## src/logic/lsf_pkg.sv

```systemverilog
// Constants and carrier types for the receive line status block.
// Function
// - Set break flag, bit 4, after the line stays low a whole frame.
// - In FIFO mode a break loads exactly one break character.
// - Set framing error, bit 3, when the stop bit is invalid.
// - In FIFO mode framing and parity flags follow the FIFO head entry.
// - Set parity error, bit 2, when received parity mismatches setting.
// - Set overrun, bit 1, when a character completes while FIFO is full.
// - On overrun the new character is dropped; FIFO contents stay intact.
// - Bit 0 is high while any received character waits unread.
// - In FIFO mode bit 7 is high while any stored entry carries an error; outside FIFO mode it stays low.
// - Reset clears status bits 4 down to 0.
package lsf_pkg;

    ////////////////////////////////////////////////////////////////////////
    // Sizes and timing
    localparam int LSF_FIFO_DEPTH = 16;
    localparam int LSF_FRAME_CYCLES = 1000;

    ////////////////////////////////////////////////////////////////////////
    // Register map, address port is two bits wide
    localparam logic [1:0] LSF_ADDR_RX_DATA = 2'h0;
    localparam logic [1:0] LSF_ADDR_CTRL = 2'h1;
    localparam logic [1:0] LSF_ADDR_LINE_STATUS = 2'h2;

    ////////////////////////////////////////////////////////////////////////
    // Field positions and reset values
    localparam int LSF_LS_DATA_READY = 0;
    localparam int LSF_LS_OVERRUN = 1;
    localparam int LSF_LS_PARITY = 2;
    localparam int LSF_LS_FRAMING = 3;
    localparam int LSF_LS_BREAK = 4;
    localparam int LSF_LS_FIFO_ERR = 7;
    localparam int LSF_CTRL_FIFO_EN = 0;
    localparam logic LSF_FIFO_EN_RST = 1'b0;
    localparam logic [7:0] LSF_BREAK_CHAR = 8'h00;

    ////////////////////////////////////////////////////////////////////////
    // Carriers
    typedef struct packed {
        logic [1:0] addr;
        logic [7:0] wdata;
        logic wr;
        logic rd;
    } lsf_bus_req_t;

    typedef struct packed {
        logic valid;
        logic [7:0] data;
        logic parity_bad;
        logic stop_bad;
    } lsf_rx_char_t;

    typedef struct packed {
        logic brk;
        logic frm;
        logic par;
        logic [7:0] data;
    } lsf_entry_t;

endpackage : lsf_pkg

```

## src/logic/lsf_break_det.sv

```systemverilog
// Break detector: one pulse per unbroken low stretch of a full frame.
module lsf_break_det
    import lsf_pkg::*;
#(
    parameter int FRAME_CYCLES = LSF_FRAME_CYCLES
) (
    input wire logic ref_clk,
    input wire logic rst,
    input wire logic rx_line,
    output logic brk_pulse
);

    localparam int CW = $clog2(FRAME_CYCLES + 1);

    typedef struct packed {
        logic [CW-1:0] cnt;
        logic done;
        logic pulse;
    } lsf_brk_state_t;

    lsf_brk_state_t s_reg;
    lsf_brk_state_t s_next;

    always_comb begin
        s_next = s_reg;
        s_next.pulse = 1'b0;
        if (rx_line) begin
            s_next.cnt = '0;
            s_next.done = 1'b0;
        end else if (!s_reg.done) begin
            if (s_reg.cnt == CW'(FRAME_CYCLES - 1)) begin
                // Rearm only on a high line, so one pulse per break
                s_next.done = 1'b1;
                s_next.pulse = 1'b1;
            end else begin
                s_next.cnt = s_reg.cnt + CW'(1);
            end
        end
    end

    always_ff @(posedge ref_clk) begin
        if (rst) begin
            s_reg <= '0;
        end else begin
            s_reg <= s_next;
        end
    end

    assign brk_pulse = s_reg.pulse;

    a_brk_single: assert property (
        @(posedge ref_clk) disable iff (rst)
        brk_pulse |=> !brk_pulse [*8])
        else $error("break pulse repeated within one low stretch");

    a_brk_after_low: assert property (
        @(posedge ref_clk) disable iff (rst)
        brk_pulse |-> !$past(rx_line) && s_reg.done)
        else $error("break pulse without a low line");

endmodule : lsf_break_det

```

## src/logic/lsf_line_status.sv

```systemverilog
// Receive storage with per-entry error flags and the line status register.
module lsf_line_status
    import lsf_pkg::*;
#(
    parameter int FIFO_DEPTH = LSF_FIFO_DEPTH,
    parameter int FRAME_CYCLES = LSF_FRAME_CYCLES
) (
    input wire logic ref_clk,
    input wire logic rst,
    input wire lsf_bus_req_t bus,
    output logic [7:0] rd_data,
    input wire lsf_rx_char_t rx_char,
    input wire logic rx_line,
    output logic rx_full
);

    localparam int AW = $clog2(FIFO_DEPTH);
    localparam int CW = AW + 1;

    typedef struct packed {
        lsf_entry_t [FIFO_DEPTH-1:0] mem;
        logic [AW-1:0] wp;
        logic [AW-1:0] rp;
        logic [CW-1:0] count;
        logic [CW-1:0] err_count;
        logic head_seen;
        logic overrun;
        logic fifo_en;
        logic [7:0] rdata;
    } lsf_state_t;

    lsf_state_t s_reg;
    lsf_state_t s_next;
    logic brk_pulse;
    logic [CW-1:0] cap;
    logic push_req;
    logic pop;
    logic push;
    logic ovr_evt;
    logic ls_read;
    logic head_vis;
    lsf_entry_t head;
    lsf_entry_t new_entry;
    logic [7:0] ls_val;

    lsf_break_det #(
        .FRAME_CYCLES(FRAME_CYCLES)
    ) u_brk (
        .ref_clk(ref_clk),
        .rst(rst),
        .rx_line(rx_line),
        .brk_pulse(brk_pulse)
    );

    ////////////////////////////////////////////////////////////////////////
    // Status view and storage control
    always_comb begin
        cap = s_reg.fifo_en ? CW'(FIFO_DEPTH) : CW'(1);
        rx_full = (s_reg.count >= cap);
        head = s_reg.mem[s_reg.rp];
        head_vis = (s_reg.count != '0) && !s_reg.head_seen;
        // A break frame replaces the receiver's own character of that cycle
        push_req = brk_pulse || rx_char.valid;
        if (brk_pulse) begin
            new_entry = '{brk: 1'b1, frm: 1'b0, par: 1'b0,
                          data: LSF_BREAK_CHAR};
        end else begin
            new_entry = '{brk: 1'b0, frm: rx_char.stop_bad,
                          par: rx_char.parity_bad,
                          data: rx_char.data};
        end
        pop = bus.rd && (bus.addr == LSF_ADDR_RX_DATA) &&
              (s_reg.count != '0);
        ls_read = bus.rd && (bus.addr == LSF_ADDR_LINE_STATUS);
        // A read in the same cycle frees a slot, so no overrun then
        ovr_evt = push_req && rx_full && !pop;
        push = push_req && !ovr_evt;
        ls_val = '0;
        ls_val[LSF_LS_DATA_READY] = (s_reg.count != '0);
        ls_val[LSF_LS_OVERRUN] = s_reg.overrun;
        ls_val[LSF_LS_PARITY] = head_vis && head.par;
        ls_val[LSF_LS_FRAMING] = head_vis && head.frm;
        ls_val[LSF_LS_BREAK] = head_vis && head.brk;
        ls_val[LSF_LS_FIFO_ERR] = s_reg.fifo_en &&
                                  (s_reg.err_count != '0);
    end

    always_comb begin
        s_next = s_reg;
        s_next.rdata = '0;
        if (bus.rd) begin
            unique case (bus.addr)
                LSF_ADDR_RX_DATA: s_next.rdata = head_vis || pop ?
                                                 head.data : 8'h00;
                LSF_ADDR_CTRL: s_next.rdata = {7'h00, s_reg.fifo_en};
                LSF_ADDR_LINE_STATUS: s_next.rdata = ls_val;
                default: s_next.rdata = 8'h00;
            endcase
        end
        // Error flags clear on a status read; new events win below
        if (ls_read) begin
            s_next.overrun = 1'b0;
            // Nothing to mark on empty storage, so the next arrival shows
            s_next.head_seen = (s_reg.count != '0);
        end
        if (ovr_evt) begin
            s_next.overrun = 1'b1;
        end
        if (push) begin
            s_next.mem[s_reg.wp] = new_entry;
            s_next.wp = s_reg.wp + AW'(1);
        end
        if (pop) begin
            // A fresh head shows its flags again
            s_next.rp = s_reg.rp + AW'(1);
            s_next.head_seen = 1'b0;
        end
        s_next.count = s_reg.count + CW'(push) - CW'(pop);
        s_next.err_count = s_reg.err_count +
            CW'(push && (new_entry.brk || new_entry.frm || new_entry.par)) -
            CW'(pop && (head.brk || head.frm || head.par));
        // Changing the mode flushes storage, as the depth changes under it
        if (bus.wr && (bus.addr == LSF_ADDR_CTRL) &&
            (bus.wdata[LSF_CTRL_FIFO_EN] != s_reg.fifo_en)) begin
            s_next.fifo_en = bus.wdata[LSF_CTRL_FIFO_EN];
            s_next.wp = '0;
            s_next.rp = '0;
            s_next.count = '0;
            s_next.err_count = '0;
            s_next.head_seen = 1'b0;
        end
    end

    always_ff @(posedge ref_clk) begin
        if (rst) begin
            s_reg <= '0;
            s_reg.fifo_en <= LSF_FIFO_EN_RST;
        end else begin
            s_reg <= s_next;
        end
    end

    assign rd_data = s_reg.rdata;

    ////////////////////////////////////////////////////////////////////////
    // Checks
    a_ovr_sets_flag: assert property (
        @(posedge ref_clk) disable iff (rst)
        rx_char.valid && rx_full && !pop |=> ls_val[LSF_LS_OVERRUN])
        else $error("overrun flag not set on full storage");

    a_ovr_keeps_fifo: assert property (
        @(posedge ref_clk) disable iff (rst)
        push_req && rx_full && !pop && !bus.wr |=>
        s_reg.count == $past(s_reg.count) &&
        s_reg.wp == $past(s_reg.wp))
        else $error("storage changed on overrun");

    a_ready_after_push: assert property (
        @(posedge ref_clk) disable iff (rst)
        s_reg.count == '0 && push && !bus.wr |=> ls_val[LSF_LS_DATA_READY])
        else $error("data ready missing after a character");

    // A break into empty storage becomes the head at once
    a_break_reported: assert property (
        @(posedge ref_clk) disable iff (rst)
        brk_pulse && s_reg.count == '0 && !bus.wr |=>
        ls_val[LSF_LS_BREAK])
        else $error("break not shown for break character");

    // Flags of a character landing in empty storage show at once
    a_frame_head: assert property (
        @(posedge ref_clk) disable iff (rst)
        s_reg.count == '0 && rx_char.valid && !brk_pulse && !bus.wr |=>
        ls_val[LSF_LS_FRAMING] == $past(rx_char.stop_bad))
        else $error("framing flag does not follow head entry");

    a_parity_head: assert property (
        @(posedge ref_clk) disable iff (rst)
        s_reg.count == '0 && rx_char.valid && !brk_pulse && !bus.wr |=>
        ls_val[LSF_LS_PARITY] == $past(rx_char.parity_bad))
        else $error("parity flag does not follow head entry");

    // An arrival into empty storage in the read cycle keeps its flags
    a_read_clears: assert property (
        @(posedge ref_clk) disable iff (rst)
        ls_read && !ovr_evt && !pop && !(push && s_reg.count == '0) |=>
        !ls_val[LSF_LS_OVERRUN] && !ls_val[LSF_LS_BREAK] &&
        !ls_val[LSF_LS_FRAMING] && !ls_val[LSF_LS_PARITY])
        else $error("status read did not clear error flags");

    a_err_summary: assert property (
        @(posedge ref_clk) disable iff (rst)
        s_reg.fifo_en && push && !bus.wr &&
        (new_entry.brk || new_entry.frm || new_entry.par) |=>
        ls_val[LSF_LS_FIFO_ERR])
        else $error("error summary missing with error entry stored");

    a_reset_clear: assert property (
        @(posedge ref_clk) rst |=> ls_val[4:0] == 5'h00)
        else $error("status bits not cleared by reset");

endmodule : lsf_line_status

```

## config.mk

```make
export PLATFORM = sky130hd
export DESIGN_NAME = lsf_line_status
export DESIGN_NICKNAME = d
export VERILOG_FILES = /design/src/logic/lsf_pkg.sv /design/src/logic/lsf_break_det.sv /design/src/logic/lsf_line_status.sv
export SDC_FILE = /design/constraint.sdc
export NUM_CORES = 1
export LEC_CHECK = 0
export BUFFER_PORTS_ARGS = -buffer_cell sky130_fd_sc_hd__buf_2
export CAP_MARGIN = 20
export CELL_PAD_IN_SITES_DETAIL_PLACEMENT = 1
export CELL_PAD_IN_SITES_GLOBAL_PLACEMENT = 2
export CORE_AREA = 2 2 165 167
export DETAILED_ROUTE_END_ITERATION = 12
export DIE_AREA = 0 0 167 169
export GPL_TIMING_DRIVEN = 1
export HOLD_SLACK_MARGIN = 0.06
export PLACE_DENSITY_LB_ADDON = 0.1
export SYNTH_ARGS = -nofsm -noshare
export SYNTH_HDL_FRONTEND = slang
export SYNTH_HIERARCHICAL = 1
export SYNTH_SLANG_ARGS = --single-unit
```

## constraint.sdc

```tcl
create_clock -name ref_clk -period 8.1 [get_ports ref_clk]
set_input_delay 0.405 -clock ref_clk [delete_from_list [all_inputs] [get_ports ref_clk]]
set_output_delay 0.405 -clock ref_clk [all_outputs]
set_load 0.005 [all_outputs]
```

==> impl_metrics.json <==
{
  "outcome": "complete, no violations",
  "switching_power_mw": 0.766,
  "core_um2": 26500,
  "synth-seq-cells": 217,
  "grt_pass1_vias": 7793,
  "die_h_um": 169,
  "grt_pass1_wl_um": 45000,
  "relSlewSlack": 0.208,
  "gr-total-overflow": 0,
  "p_leak_nw": 4.53,
  "seqPwrFrac": 0.419,
  "synth_ff_type": "dfxtp_1",
  "share_comb_of_total_power": 0.180,
  "rows": 60,
  "cts_buffers": 25,
  "switching_share": 0.278,
  "vias": 7087,
  "clkTransAtPathRegs_ns": 0.06,
  "maxSlewViolCount": 0,
  "power_frac_clock": 0.400,
  "worstSetupPathType": "reg -> reg",
  "firstDrtPassIters": 4,
  "synth_area_um2": 10500,
  "io_pins": 35,
  "min_from": "bus[0]",
  "cts_hold_buf": 0,
  "cts_tree": "yes",
  "instances_no_fill": 1298,
  "yosysSeqAreaShare": 0.416,
  "rr_endpoint": "s_reg[15]$_SDFF_PP0_",
  "required_ns": 8.55,
  "hold_path.class": "in -> reg",
  "reg2reg_depth": 13,
  "power_density_nw_per_um2": 241,
  "final_nets": 993,
  "portBuffers": 27,
  "cts.sinks": 217,
  "grt_max_degree": 100,
  "synth_warnings": 6,
  "ir_drop_mv": 0.178,
  "vias_per_cell": 5.46,
  "syn_inst": 959,
  "avgRoutedWirePerCell_um": 22.1,
  "clkLatencyLatePin_ns": 0.52,
  "fmax_mhz": 236,
  "rrSetupSlack_ns": 3.86,
  "synth_fp_nets": 1009,
  "multi_input_area_um2": 5560,
  "max_slew.worst_pin.slew_ns": 1.18,
  "antenna_found_initial": 0,
  "drv_cap": 0,
  "worstSetupEndpointType": "register",
  "fin_setup_tns_ns": 0,
  "pre_cts_ws_ns": 3.76,
  "dp_cells": 1256,
  "n_antenna_cell": 0,
  "post_cts_resized": 0,
  "largest_register_ffs": 196,
  "syn_avg_cell_area_um2": 10.9,
  "wl_um": 28600,
  "p_int_mw": 1.99,
  "fillCellCount": 2844,
  "finalHoldViolations": 0,
  "root_buffer": "clkbuf_16",
  "whs_endpoint": "rd_data[0]$_SDFF_PP0_",
  "crit_fanout": 34,
  "fin_crit_sh": 0.523,
  "track_usage": 0.206,
  "start_util": 0.394,
  "hold_depth": 2,
  "arrival_ns": 4.69,
  "dieArea_um2": 28200,
  "final_layout_size_suffix_gt1_frac": 0.140,
  "r2r-start": "s_reg[21]$_SDFFE_PP0P_",
  "die_w_um": 167,
  "htree_levels": 1,
  "clock_path_buffers": 3,
  "synth-edff-count": 0,
  "synthArstFlopShare": 0,
  "antenna_left": 0,
  "place_area_um2": 10600,
  "syn_to_final_growth_pct": 9.32,
  "setup_violations": 0,
  "register_area_um2": 4350,
  "gp_congestion": 0.754,
  "drt-initial-drc-count": 270,
  "startpoint_type": "register",
  "drc_errors": 0,
  "fin_crit_ns": 4.24,
  "dpl.hpwl_um": 18500,
  "skew_ns": 0.0124,
  "cts_setup_buffers": 0,
  "rsz0062_at_grt": "no",
  "design_area_um2": 11400,
  "ys_types": 59,
  "setup_ws_ns": 3.86
}
## synthesized netlist by cell type (10+ instances only)
cell	instances	share of area
nand2b_1	181	0.11
clkbuf_1	37	0.013
nor2_1	26	0.0093
mux2i_1	177	0.17
buf_4	17	0.012
ha_1	22	0.026
nand3_1	22	0.011
a21oi_1	17	0.0081
buf_6	11	0.012
nand2_1	25	0.0090
o21ai_0	11	0.0053
dfxtp_1	217	0.42
inv_1	27	0.0097
buf_2	10	0.0048
mux4_2	46	0.099
## cell usage in the layout (no fill, tap or decap), types with 2 or more instances in the layout
cell       count
nand2_1       25
a22o_1         7
nand4_1        3
a311oi_1       2
mux4_2        46
a21oi_1       17
buf_2         26
xor2_1         5
mux2i_1      177
or2_2          3
xnor2_1        5
o31ai_1        3
nor2_1        26
a22oi_1        6
a31oi_1        2
nand2b_1     181
clkinv_2       3
and3_1         7
and3_4         5
nor3b_1        2
or3_1          7
nor3_1         3
a221oi_1       2
o21ai_0       11
clkbuf_16     25
dfxtp_1      216
nand3_1       22
buf_4          8
fa_1           2
o22ai_1        5
inv_1         27
clkbuf_1       5
or4_1          7
bufinv_16      2
o21a_1         3
ha_1          22
clkbuf_8       4
nor4b_1        2
nor2b_1        7
## power by group through the flow
stage	Combinational, mW	Sequential, mW	Clock (mW)
after detailed placement	0.506	1.18	0
after floorplan	0.396	1.16	0
after global placement	0.488	1.17	0
after CTS	0.509	1.15	1.13
after global routing	0.558	1.16	1.18
final	0.497	1.15	1.10
## area by class of cell
class | instances | area share
multi-input cells | 637 | 0.486
flip-flops and latches | 217 | 0.380
clock buffers | 34 | 0.0612
well taps | 341 | 0.0373
repair buffers | 35 | 0.0180
inverters | 27 | 0.00887
clock inverters | 7 | 0.00799
## metrics by stage
step,utilization,power (mW),hold WS [ns]
final,0.431,2.76,0.174
after global routing,0.431,2.90,0.166
after CTS,0.431,2.80,0.154
after detailed placement,0.401,1.68,0.463
after global placement,0.401,1.66,0.453
after floorplan,-,1.56,0.427
## critical path, cell delays in order (launching register included)
cell     delay [ns]
dfxtp_4        0.53
buf_4          0.63
mux4_2         0.61
a22o_1         0.24
nor2_1         0.24
a31oi_1        0.22
ha_1           0.33
inv_1          0.04
ha_1           0.20
fa_1           0.41
a21oi_1        0.14
nor2_1         0.07
or3_1          0.35
a21oi_1        0.14
## kinds of logic after synthesis
logic type | Yosys count | synth area share
XOR/XNOR | 10 | 0.00838
multiplexers | 223 | 0.269
AND/OR/NAND/NOR | 311 | 0.179
flip-flops | 217 | 0.416
buffers and inverters | 105 | 0.0529
adder cells (fa/ha/maj) | 24 | 0.0302
AO/OA/AOI/OAI | 69 | 0.0451
## layer usage
metal | GRT usage | vias to the layer above | share of wire
met4 | 0.0517 | 0 | 0.022
met5 | 0 | - | 0
met3 | 0.0253 | 37 | 0.024
met2 | 0.371 | 81 | 0.50
li1 | - | 3319 | -
met1 | 0.261 | 3650 | 0.45
## worst max path at each step
| stage | from | to | cells after the start |
|---|---|---|---|
| CTS | s_reg[21]$_SDFFE_PP0P_ | s_reg[15]$_SDFF_PP0_ | 13 |
| detailed placement | s_reg[21]$_SDFFE_PP0P_ | s_reg[15]$_SDFF_PP0_ | 13 |
| global route | s_reg[21]$_SDFFE_PP0P_ | s_reg[15]$_SDFF_PP0_ | 13 |
| floorplan | s_reg[21]$_SDFFE_PP0P_ | s_reg[15]$_SDFF_PP0_ | 13 |
| finish | s_reg[21]$_SDFFE_PP0P_ | s_reg[15]$_SDFF_PP0_ | 13 |
| global placement | s_reg[21]$_SDFFE_PP0P_ | s_reg[15]$_SDFF_PP0_ | 13 |
Note: power is estimated with default switching activity, not from simulation.
